===== src/pce_pkg.sv =====
package pce_pkg;

    // ------------------------------------------------------------
    // Register map
    // ------------------------------------------------------------
    localparam int BUS_AW = 4;
    localparam int BUS_DW = 32;
    localparam logic [BUS_AW-1:0] ADDR_MMC0 = 4'h0;
    localparam logic [BUS_AW-1:0] ADDR_CNT2 = 4'h4;
    localparam logic [BUS_AW-1:0] ADDR_STAT = 4'h8;
    localparam logic [BUS_DW-1:0] MMC0_RST = 32'h0000_0000;
    localparam logic [BUS_DW-1:0] ZERO_WORD = 32'h0000_0000;

    // ------------------------------------------------------------
    // Field layout
    // ------------------------------------------------------------
    // Select sits in big-endian bits 26..31, i.e. the low six bits
    localparam int SEL_LSB = 0;
    localparam int SEL_W = 6;
    localparam int TBSEL_LSB = 8;
    localparam int TBSEL_W = 2;
    localparam int STAT_FROZEN = 0;
    localparam int STAT_BADBR = 1;

    // ------------------------------------------------------------
    // Event select codes
    // ------------------------------------------------------------
    typedef logic [SEL_W-1:0] pce_sel_t;
    localparam pce_sel_t EV_HOLD = 6'h00;
    localparam pce_sel_t EV_CYCLES = 6'h01;
    localparam pce_sel_t EV_COMPLETED = 6'h02;
    localparam pce_sel_t EV_TB_EDGE = 6'h03;
    localparam pce_sel_t EV_DISPATCHED = 6'h04;
    localparam pce_sel_t EV_LDMISS_CYC = 6'h05;
    localparam pce_sel_t EV_DC_MISS = 6'h06;
    localparam pce_sel_t EV_ITLB_MISS = 6'h07;
    localparam pce_sel_t EV_BRANCH = 6'h08;
    localparam pce_sel_t EV_RESV_OK = 6'h09;
    localparam pce_sel_t EV_SPR_READ = 6'h0A;
    localparam pce_sel_t EV_ICBI = 6'h0B;
    localparam pce_sel_t EV_FLUSH = 6'h0C;
    localparam pce_sel_t EV_BRANCH_RES = 6'h0D;
    localparam pce_sel_t EV_MULTI_RES = 6'h0F;
    localparam pce_sel_t EV_DISP_BRANCH = 6'h28;
    localparam pce_sel_t EV_DISP_SINGLE0 = 6'h29;
    localparam pce_sel_t EV_DISP_MULTI = 6'h32;
    localparam pce_sel_t EV_SNOOP_HIT = 6'h34;
    localparam pce_sel_t EV_FOUR_DISP = 6'h35;
    localparam pce_sel_t EV_EE_OFF = 6'h37;
    localparam pce_sel_t EV_FPU_IDLE = 6'h3A;

    // ------------------------------------------------------------
    // Event encodings
    // ------------------------------------------------------------
    localparam logic [2:0] INC_ZERO = 3'h0;
    localparam logic [2:0] INC_ONE = 3'h1;
    localparam logic [2:0] INC_TWO = 3'h2;
    localparam logic [2:0] INC_MAX = 3'h4;
    localparam logic [1:0] BR_NONE = 2'h0;
    localparam logic [1:0] BR_BAD = 2'h1;
    localparam logic [1:0] BR_ONE = 2'h2;
    localparam logic [1:0] BR_TWO = 2'h3;
    localparam logic [1:0] FE_OFF = 2'h0;
    // Lower time base index of big-endian bits 47, 51, 55, 63
    localparam int TB_IDX0 = 16;
    localparam int TB_IDX1 = 12;
    localparam int TB_IDX2 = 8;
    localparam int TB_IDX3 = 0;

    // ------------------------------------------------------------
    // Carriers
    // ------------------------------------------------------------
    typedef struct packed {
        logic [BUS_AW-1:0] addr;
        logic [BUS_DW-1:0] wdata;
        logic wr;
        logic rd;
    } pce_bus_s;

    typedef struct packed {
        logic [2:0] completed_cnt;
        logic [2:0] dispatched_cnt;
        logic load_miss_busy;
        logic dcache_miss;
        logic itlb_miss;
        logic [1:0] branch_code;
        logic resv_ok;
        logic spr_read_disp;
        logic icbi;
        logic flush_sc;
        logic flush_isync;
        logic flush_xer_move;
        logic fp_exc;
        logic str_zero_len;
        logic so_set;
        logic branch_result;
        logic multi_result;
        logic disp_branch;
        logic disp_single0;
        logic disp_multi;
        logic snoop_hit;
        logic fpu_idle;
    } pce_events_s;

endpackage

===== src/pce_event_select.sv =====
module pce_event_select
    import pce_pkg::*;
#(
    parameter int CNT_W = 32
) (
    // Clock and reset
    input wire logic clk_sys,
    input wire logic srst,
    // Register port
    input wire pce_bus_s bus_req,
    output logic [BUS_DW-1:0] bus_rdata,
    // Pipeline event strobes
    input wire pce_events_s events,
    input wire logic [31:0] tb_lower,
    input wire logic external_interrupt_enable,
    input wire logic [1:0] float_exception_mode_bits,
    input wire logic branch_trace_enable,
    input wire logic counter_irq,
    // Counter state
    output logic [CNT_W-1:0] perf_counter_two,
    output logic counting
);

    // ------------------------------------------------------------
    // Parameter check
    // ------------------------------------------------------------
    if (CNT_W < 8 || CNT_W > BUS_DW) begin : g_bad_width
        $error("pce_event_select: CNT_W must lie in 8..32");
    end

    // ------------------------------------------------------------
    // Functions
    // ------------------------------------------------------------
    function automatic logic [2:0] bit_inc(input logic hit);
        bit_inc = hit ? INC_ONE : INC_ZERO;
    endfunction

    function automatic logic [2:0] branch_inc(input logic [1:0] code);
        logic [2:0] v;
        v = INC_ZERO;
        if (code == BR_ONE) begin
            v = INC_ONE;
        end else if (code == BR_TWO) begin
            v = INC_TWO;
        end
        branch_inc = v;
    endfunction

    // Multi-count inputs above four are clipped, not trusted
    function automatic logic [2:0] clip_inc(input logic [2:0] n);
        clip_inc = (n > INC_MAX) ? INC_MAX : n;
    endfunction

    // ------------------------------------------------------------
    // Registers and decode
    // ------------------------------------------------------------
    logic [BUS_DW-1:0] mmc0_r;
    logic [CNT_W-1:0] cnt_r;
    logic [CNT_W-1:0] cnt_nxt;
    logic frozen_r;
    logic badbr_r;
    logic [3:0] tb_prev_r;
    logic [BUS_DW-1:0] rdata_r;

    wire wr_mmc0 = bus_req.wr && bus_req.addr == ADDR_MMC0;
    wire wr_cnt = bus_req.wr && bus_req.addr == ADDR_CNT2;
    wire wr_stat = bus_req.wr && bus_req.addr == ADDR_STAT;
    wire pce_sel_t sel = mmc0_r[SEL_LSB +: SEL_W];
    wire logic [TBSEL_W-1:0] tb_sel = mmc0_r[TBSEL_LSB +: TBSEL_W];

    // ------------------------------------------------------------
    // Event derivation
    // ------------------------------------------------------------
    wire logic [3:0] tb_tap = {tb_lower[TB_IDX3], tb_lower[TB_IDX2],
                               tb_lower[TB_IDX1], tb_lower[TB_IDX0]};
    // Previous taps of all four bits, so a select change is no edge
    wire tb_edge = tb_tap[tb_sel] ^ tb_prev_r[tb_sel];
    wire fp_flush = events.fp_exc
                    && float_exception_mode_bits == FE_OFF;
    wire br_flush = branch_trace_enable
                    && events.branch_code != BR_NONE;
    wire flush_hit = events.flush_sc || events.flush_isync
                     || events.flush_xer_move || fp_flush || br_flush
                     || events.str_zero_len || events.so_set;
    wire four_disp = events.dispatched_cnt == INC_MAX;

    logic [2:0] inc;
    always_comb begin
        case (sel)
            EV_CYCLES: inc = INC_ONE;
            EV_COMPLETED: inc = clip_inc(events.completed_cnt);
            EV_TB_EDGE: inc = bit_inc(tb_edge);
            EV_DISPATCHED: inc = clip_inc(events.dispatched_cnt);
            EV_LDMISS_CYC: inc = bit_inc(events.load_miss_busy);
            EV_DC_MISS: inc = bit_inc(events.dcache_miss);
            EV_ITLB_MISS: inc = bit_inc(events.itlb_miss);
            EV_BRANCH: inc = branch_inc(events.branch_code);
            EV_RESV_OK: inc = bit_inc(events.resv_ok);
            EV_SPR_READ: inc = bit_inc(events.spr_read_disp);
            EV_ICBI: inc = bit_inc(events.icbi);
            EV_FLUSH: inc = bit_inc(flush_hit);
            EV_BRANCH_RES: inc = bit_inc(events.branch_result);
            EV_MULTI_RES: inc = bit_inc(events.multi_result);
            EV_DISP_BRANCH: inc = bit_inc(events.disp_branch);
            EV_DISP_SINGLE0: inc = bit_inc(events.disp_single0);
            EV_DISP_MULTI: inc = bit_inc(events.disp_multi);
            EV_SNOOP_HIT: inc = bit_inc(events.snoop_hit);
            EV_EE_OFF: inc = bit_inc(!external_interrupt_enable);
            EV_FPU_IDLE: inc = bit_inc(events.fpu_idle);
            EV_FOUR_DISP: inc = bit_inc(four_disp);
            // Hold code and every unassigned code add nothing
            default: inc = INC_ZERO;
        endcase
    end

    // ------------------------------------------------------------
    // Counter
    // ------------------------------------------------------------
    // A software load wins over the event of the same cycle
    always_comb begin
        cnt_nxt = cnt_r;
        if (wr_cnt) begin
            cnt_nxt = bus_req.wdata[CNT_W-1:0];
        end else if (!frozen_r) begin
            cnt_nxt = cnt_r + CNT_W'(inc);
        end
    end

    always_ff @(posedge clk_sys) begin
        if (srst) begin
            cnt_r <= '0;
        end else begin
            cnt_r <= cnt_nxt;
        end
    end

    // ------------------------------------------------------------
    // Control and status
    // ------------------------------------------------------------
    always_ff @(posedge clk_sys) begin
        if (srst) begin
            mmc0_r <= MMC0_RST;
        end else if (wr_mmc0) begin
            mmc0_r <= bus_req.wdata;
        end
    end

    // Interrupt in the write cycle still stops: set beats clear
    always_ff @(posedge clk_sys) begin
        if (srst) begin
            frozen_r <= 1'b0;
        end else if (counter_irq) begin
            frozen_r <= 1'b1;
        end else if (wr_mmc0) begin
            frozen_r <= 1'b0;
        end
    end

    always_ff @(posedge clk_sys) begin
        if (srst) begin
            badbr_r <= 1'b0;
        end else if (events.branch_code == BR_BAD) begin
            badbr_r <= 1'b1;
        end else if (wr_stat) begin
            badbr_r <= 1'b0;
        end
    end

    always_ff @(posedge clk_sys) begin
        if (srst) begin
            tb_prev_r <= 4'h0;
        end else begin
            tb_prev_r <= tb_tap;
        end
    end

    // ------------------------------------------------------------
    // Read port
    // ------------------------------------------------------------
    logic [BUS_DW-1:0] rd_mux;
    always_comb begin
        rd_mux = ZERO_WORD;
        if (bus_req.addr == ADDR_MMC0) begin
            rd_mux = mmc0_r;
        end else if (bus_req.addr == ADDR_CNT2) begin
            rd_mux = BUS_DW'(cnt_r);
        end else if (bus_req.addr == ADDR_STAT) begin
            rd_mux[STAT_FROZEN] = frozen_r;
            rd_mux[STAT_BADBR] = badbr_r;
        end
    end

    // Data stand only in the cycle after the read strobe
    always_ff @(posedge clk_sys) begin
        if (srst) begin
            rdata_r <= ZERO_WORD;
        end else begin
            rdata_r <= bus_req.rd ? rd_mux : ZERO_WORD;
        end
    end

    assign bus_rdata = rdata_r;
    assign perf_counter_two = cnt_r;
    assign counting = !frozen_r && sel != EV_HOLD;

    wire quiet = !wr_cnt && !frozen_r;
endmodule


===== config.mk =====
export PLATFORM = sky130hd
export DESIGN_NAME = pce_event_select
export DESIGN_NICKNAME = d
export VERILOG_FILES = /design/src/pce_pkg.sv /design/src/pce_event_select.sv
export SDC_FILE = /design/constraint.sdc
export NUM_CORES = 1
export LEC_CHECK = 0
export BUFFER_PORTS_ARGS = -buffer_cell sky130_fd_sc_hd__buf_2
export CAP_MARGIN = 5
export CORE_MARGIN = 2
export CORE_UTILIZATION = 35
export DETAILED_ROUTE_END_ITERATION = 12
export GPL_TIMING_DRIVEN = 0
export PLACE_DENSITY = 0.73
export SYNTH_ARGS = -nofsm -noshare
export SYNTH_HDL_FRONTEND = slang
export SYNTH_SLANG_ARGS = --single-unit

===== constraint.sdc =====
create_clock -name clk_sys -period 3.2 [get_ports clk_sys]
set_input_delay 0.32 -clock clk_sys [delete_from_list [all_inputs] [get_ports clk_sys]]
set_output_delay 0.32 -clock clk_sys [all_outputs]
set_load 0.03 [all_outputs]

Word level (Yosys, flattened, before mapping):

Cells that the tools add are included.

* reductions and logical operators: 20
* $mul: 0
* div/mod/pow operators: 0
* mux-type cells: 36
* equality and inequality tests: 28
* shifts and indexed selects: 0
* add/subtract/negate cells: 1
* magnitude comparators: 3
* bitwise gates (word level): 2

Operators by type and width (number)
* $mux 32: 3
* $pmux 3 s21: 1
* $eq 6x4->1 const B: 7
* $eq 6x6->1 const B: 7
* $add 32x3->32: 1
* $mux 30: 1
* $eq 6x3->1 const B: 4
* $mux 1: 23
* $eq 6x2->1 const B: 2
* $mux 2: 4
* $eq 6x1->1 const B: 1
* $gt 3x3->1 const B: 2
* $logic_and 1x1->1: 6
* $logic_or 1x1->1: 6
* $mux 3: 2
* $reduce_bool 2->1: 3
* $reduce_bool 6->1: 1
* $bmux 1 s2: 2
* $eq 2x2->1 const B: 2
* $eq 4x3->1 const B: 1
* $eq 4x4->1 const B: 1
* $logic_not 4->1: 1
* $eq 3x3->1 const B: 1
* $lt 2x3->1 const B: 1
* other kinds (7): 7

* word-level logic and storage cells: 96
* bits in latches: 0
* bits of input ports: 104
* bits in registers: 102
* output and inout bits: 65
* bits in writable memories: 0
* memories kept: 0
* memory bits (read-only): 0

Depth between registers and ports, before layout:

Gate-level depths: netlist of the first run.

* depth in word-level cells: 11
* depth in mapped cells: 14
* gate-level depth less buffers: 13

Worst setup path after synthesis of the first run:

OpenSTA, ideal clock, no wires.

* path type: register to register
* start: reg mmc0_r[1]
* end: reg cnt_r[26], in the netlist perf_counter_two[26]
* data required time: 3.114 ns
* path buffers: 1
* stages on the path, launching flop included: 15
* arrival time: 3.312 ns
* setup time: 0.086 ns
* setup slack: -0.197 ns
* clock period less this slack: 3.397 ns
* cells stage by stage: dfxtp_1 -> clkbuf_1 -> or4b_2 -> o21ai_0 -> a22oi_1 -> nand4b_1 -> nand4_1 -> ha_1 -> inv_1 -> fa_1 -> nand2b_1 -> a2111oi_4 -> nand4_1 -> xor2_1 -> a211oi_1

* longest elaborated chain between the ends: 5
* elaborated cells on any way between the ends: 25
* those cells by class: add/sub (1); eq/ne (21); mux (3)

RTL lines
* from (decl): RTL line pce_event_select.sv:57 `logic [BUS_DW-1:0] mmc0_r;`
* from (signal assigned): RTL line pce_event_select.sv:144 `mmc0_r <= bus_req.wdata;`
* $eq 6x6->1 (tied with other cells): RTL line pce_event_select.sv:89 `case (sel)`
* $pmux 3 s21 (*): RTL line pce_event_select.sv:89
* $add 32x3->32 (*): RTL line pce_event_select.sv:125 `cnt_nxt = cnt_r + CNT_W'(inc);`
* $mux 32 (*): RTL line pce_event_select.sv:124 `end else if (!frozen_r) begin`
* $mux 32 (*): RTL line pce_event_select.sv:122 `if (wr_cnt) begin`
* to (signal assigned): RTL line pce_event_select.sv:133 `cnt_r <= cnt_nxt;`
* to (decl): RTL line pce_event_select.sv:58 `logic [CNT_W-1:0] cnt_r;`

Mark *: on every way between the ends. The rest lies on a longest branch, timed or not. The select of a mux whose other input is x is not followed.
A chain may end at the register's enable or synchronous reset.

Final worst setup path of the first run:

* start: reg mmc0_r[1]
* end: reg cnt_r[28], in the netlist perf_counter_two[28]

Same word-level chain as after synthesis.

==> results by group, run 1 <==
Detailed routing
  • DR vias/cell: ~5.0
  • # DRC: 0
  • Antenna viol nets, final: 0
  • Drt initial violations: just under 300
  • Average wire per standard cell: 15.48 µm
  • WL met3: ~920 µm
  • Drt total wl: 13.76 mm
  • Drt first pass iters: 4
  • Vias: about 4500
  • Top layer in use: met4
  • Met2 WL post-DR: 6.325 mm
  • DRT met1 WL: roughly 6.4 mm

Synthesis
  • Ys async rst share: 0%
  • Synth top area share: about 44%
  • Synth top area cells: dfxtp_1, nand2_1, nor2_1, a211oi_1, a22oi_1
  • Post-synth EDFFs: 0
  • Seq/Total Area, Yosys: approximately 44%
  • Primary FF master, synth: dfxtp_1
  • Ys Warns: 0
  • Yosys reg bits: about 100
  • Avg Inst Size Synth: around 8.4 µm²
  • Synth cell types: 48
  • Net Count, Synth: 657
  • Largest area contributor in the netlist: dfxtp_1
  • Post-synthesis cell count: roughly 550
  • Mapped Area: roughly 4600 µm²

Floorplanning
  • Io pins: roughly 170
  • Row cnt: ~40
  • Die Width: around 120 µm
  • Die extent in y: about 120 µm
  • Die area: ~14000 µm²
  • Core footprint: ~13000 µm²
  • Initial Utilization: 36.26%

Pwr
  • Static Leakage: 2.452 nW
  • Int Power: approximately 2.0 mW
  • Peak supply drop: 246.8 µV
  • NetSw: ~0.63 mW
  • Clock share of power: a little over two fifths
  • Reg power frac: between 40% and 50%
  • Power Dens Cells: approximately 430 nW/µm²
  • Combinational share of power: 7.8%
  • Switching Share: about a quarter

Clocking
  • CTS tree: built
  • Worst-Skew Late Latency: about 0.35 ns
  • Clk root buf: clkbuf_16
  • CTS max path bufs: 2
  • CTS buffer count: 9
  • H-tree depth: 3
  • Clock Sinks: between 100 and 150
  • Clock transition at path regs: roughly 0.070 ns

STA
  • TNS Setup: 0 ns
  • Worst-Margin Slew: ~0.8 ns
  • Post-Route Skew: around 0.0055 ns
  • Slew Viols, Final: 0
  • Slew margin rel.: a little under half
  • Setup violators final: 0
  • RSZ-0062 raised after global routing: yes
  • Final Cycle Share: between 90% and 100%
  • Hold Fails Final Rpt: 0
  • Post-layout minimum cycle time: 3.183 ns
  • Fmax: approximately 310 MHz

Finish
  • Fillers: 1315
  • Commonest cells after routing, fill and taps aside: buf_2, dfxtp_1, nand2_1
  • Commonest non-fill, non-tap cell in the layout: buf_2
  • Fin util: 48.01%
  • Share of post-route cells with drive strength above 1: roughly 30%
  • Area grow syn2layout: 32.41%
  • Final #Nets: 820

Worst setup path
  • Reg2Reg Depth: 15
  • CP required: 3.47 ns
  • Crit-path slowest cell: or4b_4
  • Reg-to-reg critical path endpoint: perf_counter_two[28]
  • Worst path cell trace: buf_8 > or4b_4 > o21ai_2 > a22oi_2 > nand4b_1 > nand4_1 > ha_2 > inv_2 > fa_2 > nand2b_4 > a2111oi_4 > buf_4 > nand3_2 > xor2_1 > a211oi_2
  • R2r startpoint: mmc0_r[1]
  • Setup CP Type: flop to flop
  • Critical Path Source Type: flop
  • R2r setup slk: between 0.015 and 0.02 ns
  • Crit Path Max Fanout: 5
  • Crit path DAT: between 3 and 4 ns
  • Worst Setup End Kind: flop
  • CP peak stage delay: about 0.5 ns

Global route
  • Total congestion overflow: 0
  • Largest net degree at the start of global routing: 17
  • Number of global-route vias before repair: around 4200
  • GRT Util Overall: around a fifth
  • First-pass GRT wire length: roughly 22 mm
  • Initial antenna violation count: 0

Hold path
  • Hold Crit Class: input pin to flop
  • Hold endpoint: tb_prev_r[3]
  • Min-Delay Path Depth: 2
  • Hold Startpoint: tb_lower[0]

Placement
  • Final GP Congestion: slightly above 0.8
  • IO buf count: 139
  • DP HPWL: roughly 10 mm

Flow run
  • Max_cap viols: 0

Run status
  • Status: complete, no violations
## power by group through the flow
stage               registers (mW)  clock network [mW]  logic, mW
finish                        1.31                1.14      0.208
global placement              1.34                   0      0.199
global route                  1.31                1.21      0.228
CTS                           1.31                1.15      0.204
floorplan                     1.35                   0     0.0843
detailed placement            1.34                   0      0.201
## synthesized netlist by cell type (2+ instances only)
library cell and n:
mux2i_1 5, nand4_1 11, nand3_1 18, xnor2_1 11, nor3_2 2, nand2b_1 5, nor3_1 6, and4_1 2
inv_1 10, clkbuf_1 31, buf_2 3, xor2_1 23, a31oi_1 2, nand3b_1 2, nand2_1 79, nor2b_1 9
o21ai_0 6, o211ai_1 2, buf_4 2, a211oi_1 33, a22oi_1 32, nor2_1 77, and3_1 8, dfxtp_1 102
a21oi_1 43, ha_1 3
## how the worst max path moves through the flow
stage | start | slack (ns) | end | cells after the start
3_3_place_gp | mmc0_r[4] | -0.37 | perf_counter_two[16] | 13
2_1_floorplan | mmc0_r[1] | 0.02 | perf_counter_two[22] | 14
5_1_grt | mmc0_r[3] | -0.18 | perf_counter_two[27] | 15
4_1_cts | mmc0_r[1] | -0.13 | perf_counter_two[26] | 15
6_report | mmc0_r[1] | 0.02 | perf_counter_two[28] | 15
3_5_place_dp | mmc0_r[4] | -0.40 | perf_counter_two[28] | 13
## registers in the layout, summed over array words and instances, names as in the netlist
name / flops
tb_prev_r: 4
mmc0_r: 32
frozen_r: 1
bus_rdata: 32
badbr_r: 1
perf_counter_two: 32
## through the flow
| stage | power, mW | hold WS (ns) | cell area [µm²] | cells | worst slack [ns] |
|---|---|---|---|---|---|
| detailed placement | 1.539 | 0.4463 | 5553 | 860 | -0.3991 |
| floorplan | 1.437 | 0.4336 | 4642 | 549 | 0.01547 |
| global route | 2.752 | 0.2124 | 6106 | 888 | -0.1812 |
| global placement | 1.538 | 0.4415 | 5553 | 860 | -0.3726 |
| CTS | 2.668 | 0.2044 | 5948 | 879 | -0.1332 |
| finish | 2.654 | 0.2040 | 6108 | 889 | 0.01727 |
## worst max-delay path: cells and delay by family (launching register included)
family                   cells  cell delay [ns]
XOR/XNOR                     1             0.17
AND/OR/NAND/NOR              5             1.06
adder cells (fa/ha/maj)      2             0.55
AO/OA/AOI/OAI                4             0.63
flip-flops                   1             0.33
buffers and inverters        3             0.35
## metal layers
metal	track usage [%]	up-vias
met3	5.405	7
met2	30.03	133
met4	3.943	0
met1	26.94	2090
met5	0	-
li1	-	2248
## repair_timing
item | 4_1_cts | 5_1_grt
cloned | 0 | 1
buffers inserted | 5 | 8
resized for setup | 13 | 23
pin swaps | 12 | 29
hold buffers | 0 | 0
endpoints found under the setup margin | 28 | 29
## kinds of logic after synthesis
group | Yosys count | share of synthesized area, %
AOI/OAI and AO/OA | 126 | 18.50
xor gates and xnor gates | 34 | 6.455
adders and majority gates | 4 | 1.248
buffers and inverters | 46 | 3.987
DFF | 102 | 44.26
muxes | 7 | 1.817
and+or+nand+nor | 230 | 23.73
## cell type report
type | count | area (µm²) | area share [%]
Multi-Input combinational cell | 402 | 2541 | 41.60
Sequential cell | 102 | 2044 | 33.47
Timing Repair Buffer | 152 | 797.0 | 13.05
Clock buffer | 11 | 252.7 | 4.138
Tap cell | 172 | 215.2 | 3.523
Buffer | 35 | 161.4 | 2.642
Clock inverter | 4 | 56.30 | 0.9218
Inverter | 10 | 37.54 | 0.6145
Antenna cell | 1 | 2.502 | 0.04097
Power figures use the tool's default switching activity.
==> inputs of run 2 (changes only) <==
--- a/config.mk
+++ b/config.mk
@@ -7,6 +7,7 @@
 export LEC_CHECK = 0
 export BUFFER_PORTS_ARGS = -buffer_cell sky130_fd_sc_hd__buf_2
 export CAP_MARGIN = 5
+export CORE_ASPECT_RATIO = 1.2
 export CORE_MARGIN = 2
 export CORE_UTILIZATION = 35
 export DETAILED_ROUTE_END_ITERATION = 12
==> run 2 against run 1 <==
The run now ends with negative setup slack left. Sequential share of layout area is 0.65 points higher. Via count rose by 0.18%. Design area fell by 1.9%.
==> results by group, run 2 (synthesis results as in run 1) <==
Floorplanning
  • Initial Utilization: roughly 36%
  • Die extent in y: 129.8 µm
  • Core footprint: between 10000 and 15000 µm²
  • Die area: ~14000 µm²
  • Row cnt: 45
  • Io pins: about 170
  • Die Width: 108.8 µm

STA
  • Post-Route Skew: about 0.008 ns
  • Worst hold slack: 0.2106 ns
  • RSZ-0062 raised after global routing: yes
  • Worst-Margin Slew: 0.7179 ns
  • Post-layout minimum cycle time: 3.211 ns
  • Slew Viols, Final: 0
  • Slew margin rel.: about 52%
  • Final Cycle Share: 100.4%
  • Hold Fails Final Rpt: 0
  • Fmax: a little over 300 MHz
  • Setup ws final: -0.01142 ns
  • Setup violators final: 1

Finish
  • Area grow syn2layout: 29.89%
  • Commonest non-fill, non-tap cell in the layout: buf_2
  • Fin util: a little under half
  • Share of post-route cells with drive strength above 1: between 20 and 30%
  • Final #Nets: slightly above 800
  • Commonest cells after routing, fill and taps aside: buf_2, dfxtp_1, nand2_1
  • N_diodes: 0
  • Final instance area: 5992 µm²
  • Fillers: 1269

Clocking
  • H-tree depth: 3
  • CTS max path bufs: 2
  • Hold Buf Count CTS: 0
  • Worst-Skew Late Latency: about 0.35 ns
  • CTS buffer count: 9
  • Clock Sinks: about 100
  • Clock transition at path regs: 0.07 ns
  • CTS tree: built
  • Clk root buf: clkbuf_16

Placement
  • DP HPWL: 10.30 mm
  • Final GP Congestion: between 0.8 and 0.9
  • IO buf count: approximately 140
  • Area post-placement: around 5500 µm²

Global route
  • GRT Util Overall: approximately a fifth
  • Total congestion overflow: 0
  • Initial antenna violation count: 1
  • First-pass GRT wire length: about 22 mm
  • Number of global-route vias before repair: 4323
  • Largest net degree at the start of global routing: 16

Worst setup path
  • CP peak stage delay: around 0.48 ns
  • Critical Path Source Type: flop
  • CP required: 3.46 ns
  • R2r setup slk: -0.01 ns
  • Worst Setup End Kind: flop
  • CP delay by family, top: simple AND/OR/NAND/NOR gates
  • Top cell by count, worst path: nand4_1
  • Reg-to-reg critical path endpoint: perf_counter_two[26]
  • R2r startpoint: mmc0_r[1]
  • Crit-path slowest cell: or4b_4
  • Setup CP Type: flop to flop
  • Crit Path Max Fanout: 4
  • Crit path DAT: approximately 3.5 ns
  • Critical path buffers and inverters: 3
  • Reg2Reg Depth: 15
  • Worst path cell trace: buf_8 > or4b_4 > o21ai_2 > a22oi_2 > nand4b_1 > nand4_1 > ha_2 > inv_2 > fa_2 > nand2b_4 > a2111oi_4 > buf_4 > nand4_1 > xor2_1 > a211oi_1

Pwr
  • Peak supply drop: 202.5 µV
  • Power Dens Cells: 425.7 nW/µm²
  • Total Power: ~2.6 mW
  • Static Leakage: between 2 and 2.5 nW

Detailed routing
  • Drt initial violations: between 150 and 200
  • # DRC: 0
  • Drt total wl: ~14 mm
  • Antenna viol nets, final: 0
  • Vias: about 4500
  • DR vias/cell: a little over 5
  • Drt first pass iters: 8
  • Average wire per standard cell: 16.00 µm

Run status
  • Status: complete, but fails checks
  • Failing checks: negative setup slack

Flow run
  • Max_cap viols: 0

Hold path
  • Hold Startpoint: counter_irq
  • Hold endpoint: frozen_r
  • Min-Delay Path Depth: 3
  • Hold Crit Class: input pin to flop
[run 2: cell types whose count changed in the layout (fill, tap and decap cells not counted), moves of 2 or more]
cell | previous run | this run
clkinv_2 | 0 | 3
nand3_2 | 4 | 2
clkinv_4 | 3 | 0
nand3_1 | 14 | 16
[run 2: worst max-delay path by stage]
stage                          from                   end  cells past startpoint
final                     mmc0_r[1]  perf_counter_two[26]                     15
after detailed placement  mmc0_r[1]  perf_counter_two[22]                     14
after floorplan           mmc0_r[1]  perf_counter_two[22]                     14
after CTS                 mmc0_r[1]  perf_counter_two[26]                     15
after global placement    mmc0_r[1]  perf_counter_two[22]                     14
after global routing      mmc0_r[0]  perf_counter_two[28]                     15
[run 2: what timing repair did]
action	4_1_cts	5_1_grt
gates cloned	0	0
endpoints found under the hold margin	0	0
endpoints found under the setup margin	28	29
gates resized for setup	10	13
setup buffers	6	6
pin swaps	14	10
[run 2: metrics by stage]
step	worst slack, ns	TNS, ns	instances
floorplan	0.01547	0	549
global placement	-0.3127	-3.326	852
detailed placement	-0.3625	-3.530	852
CTS	-0.1414	-1.394	872
global route	-0.2286	-1.818	878
finish	-0.01142	-0.01142	878
[run 2: power by group]
part           internal [mW]  switching [mW]  total [mW]
clock                  0.562           0.470        1.03
combinational         0.0823           0.127       0.209
sequential              1.29          0.0214        1.31
total                   1.93           0.618        2.55
[run 2: worst reg2reg max path: cells and delay by family (launching register included)]
kind            cells  cell delay [ns]
simple gates        5             1.07
compound gates      4             0.64
fa+ha+maj           2             0.54
buf+inv             3             0.35
flops               1             0.33
xor+xnor            1             0.17
[run 2: final cells by class]
class / count / area [µm²] / area share [%]
flip-flops and latches: 102 / 2044 / 34.12
plain buffers: 35 / 158.9 / 2.652
repair buffers: 151 / 785.8 / 13.11
clock buffers: 11 / 252.7 / 4.218
multi-input cells: 401 / 2485 / 41.47
inverters: 10 / 37.54 / 0.6264
clock inverters: 4 / 22.52 / 0.3759
well taps: 164 / 205.2 / 3.425
[run 2: layer usage]
metal	GRT usage (%)	routed length (µm)	vias up
met5	0	10	-
met4	6.335	257	2
met3	4.845	1128	21
met2	34.56	6881	162
met1	24.24	5770	2065
li1	-	-	2236
==> inputs of run 3 (changes only) <==
--- a/config.mk
+++ b/config.mk
@@ -13,6 +13,7 @@
 export DETAILED_ROUTE_END_ITERATION = 12
 export GPL_TIMING_DRIVEN = 0
 export PLACE_DENSITY = 0.73
+export SKIP_LAST_GASP = 1
 export SYNTH_ARGS = -nofsm -noshare
 export SYNTH_HDL_FRONTEND = slang
 export SYNTH_SLANG_ARGS = --single-unit
==> constraint.sdc (replaced) <==
create_clock -name clk_sys -period 3.2 [get_ports clk_sys]
set_input_delay 0.32 -clock clk_sys [delete_from_list [all_inputs] [get_ports clk_sys]]
set_output_delay 0.32 -clock clk_sys [all_outputs]
set_load 0.1 [all_outputs]
==> run 3 against run 2 <==
The flow still finishes with violations (negative setup slack). Clock power increased by 8%. Register-to-register slack got worse by 0.04 ns. Non-clock buffer count increased by 3. Global-route usage increased by 0.090 points. Critical path depth unchanged. Cell count increased by 0.57%. First-iteration DRC count increased by 52%. Combinational power increased by 28%. Sequential share of layout area decreased by 0.75 points. Die area unchanged. Highest routed layer is now met4.
==> results by group, run 3 (synthesis results as in run 1) <==
Run status
  • Status: complete, but fails checks
  • Failing checks: negative setup slack

Clocking
  • CTS max path bufs: 2
  • CTS buffer count: 9
  • Clk root buf: clkbuf_16
  • Clock transition at path regs: approximately 0.070 ns
  • H-tree depth: 3
  • Clock Sinks: between 100 and 150
  • CTS tree: built
  • Worst-Skew Late Latency: around 0.34 ns
  • Hold Buf Count CTS: 0

Worst setup path
  • Critical Path Source Type: flop
  • Reg-to-reg critical path endpoint: perf_counter_two[26]
  • Top cell by count, worst path: nand4_1
  • Crit Path Max Fanout: 4
  • Reg2Reg Depth: 15
  • R2r setup slk: -0.05 ns
  • CP required: approximately 3.5 ns
  • CP peak stage delay: 0.50 ns
  • Worst path cell trace: buf_8 > or4b_4 > o21ai_2 > a22oi_1 > nand4b_1 > nand4_1 > ha_2 > inv_2 > fa_2 > nand2b_4 > a2111oi_4 > buf_4 > nand4_1 > xor2_1 > a211oi_1
  • Worst Setup End Kind: flop
  • Crit path DAT: approximately 3.5 ns
  • R2r startpoint: mmc0_r[1]
  • Crit-path slowest cell: or4b_4
  • Setup CP Type: flop to flop

Floorplanning
  • Die extent in y: between 100 and 150 µm
  • Die area: 14120 µm²
  • Initial Utilization: ~36%
  • Io pins: around 170
  • Die Width: about 110 µm
  • Core footprint: between 10000 and 15000 µm²
  • Row cnt: between 40 and 50

Detailed routing
  • DR vias/cell: about 5.2
  • Antenna viol nets, final: 0
  • Drt initial violations: around 300
  • Average wire per standard cell: 16.31 µm
  • # DRC: 0
  • Drt first pass iters: 5
  • Vias: roughly 4600
  • Drt total wl: about 14 mm

STA
  • Setup ws final: -0.05311 ns
  • Post-layout minimum cycle time: between 3 and 4 ns
  • Worst hold slack: 0.2130 ns
  • Setup violators final: 2
  • RSZ-0062 raised after global routing: yes
  • Fmax: between 300 and 400 MHz
  • Worst-Margin Slew: 0.7754 ns
  • Slew Viols, Final: 0
  • Final Cycle Share: 101.7%
  • Post-Route Skew: 0.006970 ns
  • Slew margin rel.: roughly 48%
  • Hold Fails Final Rpt: 0

Pwr
  • Total Power: about 2.7 mW
  • Power Dens Cells: ~440 nW/µm²
  • Peak supply drop: roughly 260 µV
  • Static Leakage: about 2.4 nW

Finish
  • Share of post-route cells with drive strength above 1: around 30%
  • Commonest cells after routing, fill and taps aside: buf_2, dfxtp_1, nand2_1
  • Area grow syn2layout: 32.90%
  • N_diodes: 0
  • Commonest non-fill, non-tap cell in the layout: buf_2
  • Final #Nets: slightly above 800
  • Area occupied by multi-input gates: ~2600 µm²
  • Register area: just over 2000 µm²
  • Fillers: 1266

Global route
  • First-pass GRT wire length: 21.87 mm
  • GRT Util Overall: between 20% and 30%
  • Initial antenna violation count: 0
  • Largest net degree at the start of global routing: 17
  • Total congestion overflow: 0
  • Number of global-route vias before repair: between 4000 and 5000

Placement
  • DP HPWL: 10.38 mm
  • IO buf count: between 100 and 150
  • Final GP Congestion: between 0.8 and 0.9
  • Pre-CTS setup slack: -0.4662 ns

Hold path
  • Hold Startpoint: tb_lower[12]
  • Min-Delay Path Depth: 2
  • Hold endpoint: tb_prev_r[1]
  • Hold Crit Class: input pin to flop

Flow run
  • Max_cap viols: 0
[run 3: cell count changes in the layout (fill, tap and decap cells not counted), moves of 2 or more]
cell,change
nor3_1,-2
nand3_1,-2
nand3_2,+2
nor3_2,+2
a21oi_1,-2
[run 3: metrics by stage]
stage,TNS [ns],area [µm²],utilization (%),instances
finish,-0.06758,6131,47.97,883
global route,-1.541,6131,47.97,883
CTS,-0.3646,5912,46.26,873
detailed placement,-4.671,5540,43.35,852
global placement,-4.314,5540,43.35,852
floorplan,0,4639,-,549
[run 3: layout make-up]
class / count / area share (%)
Clock buffer: 10 / 3.898
Buffer: 35 / 2.592
Multi-Input combinational cell: 402 / 41.98
Inverter: 10 / 0.6122
Clock inverter: 6 / 1.000
Sequential cell: 102 / 33.37
Timing Repair Buffer: 154 / 13.20
Tap cell: 164 / 3.347
[run 3: metal layers]
metal / wire length, µm / vias to the layer above / GRT usage, %
li1: - / 2254 / -
met1: 6193 / 2131 / 25.02
met2: 7082 / 154 / 34.26
met3: 926 / 18 / 4.795
met4: 199 / 0 / 5.807
met5: 0 / - / 0
[run 3: power breakdown]
part / internal (mW) / switching, mW
combinational: 0.0833 / 0.185
clock: 0.625 / 0.485
sequential: 1.29 / 0.0221
[run 3: repair_timing]
| item | CTS | global route |
|---|---|---|
| setup buffers | 6 | 9 |
| cloned | 0 | 2 |
| resized for setup | 8 | 30 |
| setup endpoints to repair | 26 | 29 |
| pin swaps | 12 | 30 |
[run 3: how the worst max path moves through the flow]
stage | cells past startpoint | end | slack [ns] | from
CTS | 15 | perf_counter_two[26] | -0.15 | mmc0_r[1]
finish | 15 | perf_counter_two[26] | -0.05 | mmc0_r[1]
detailed placement | 13 | perf_counter_two[22] | -0.47 | mmc0_r[4]
global route | 16 | perf_counter_two[30] | -0.21 | mmc0_r[1]
global placement | 13 | perf_counter_two[26] | -0.41 | mmc0_r[4]
floorplan | 14 | perf_counter_two[26] | 0.04 | mmc0_r[1]
[run 3: critical path: cells and delay by family, from the launching register on]
kind                     cells  cell delay (ns)
AO/OA/AOI/OAI                4             0.69
XOR/XNOR                     1             0.17
adder cells (fa/ha/maj)      2             0.53
buffers and inverters        3             0.35
flip-flops                   1             0.33
AND/OR/NAND/NOR              5             1.09
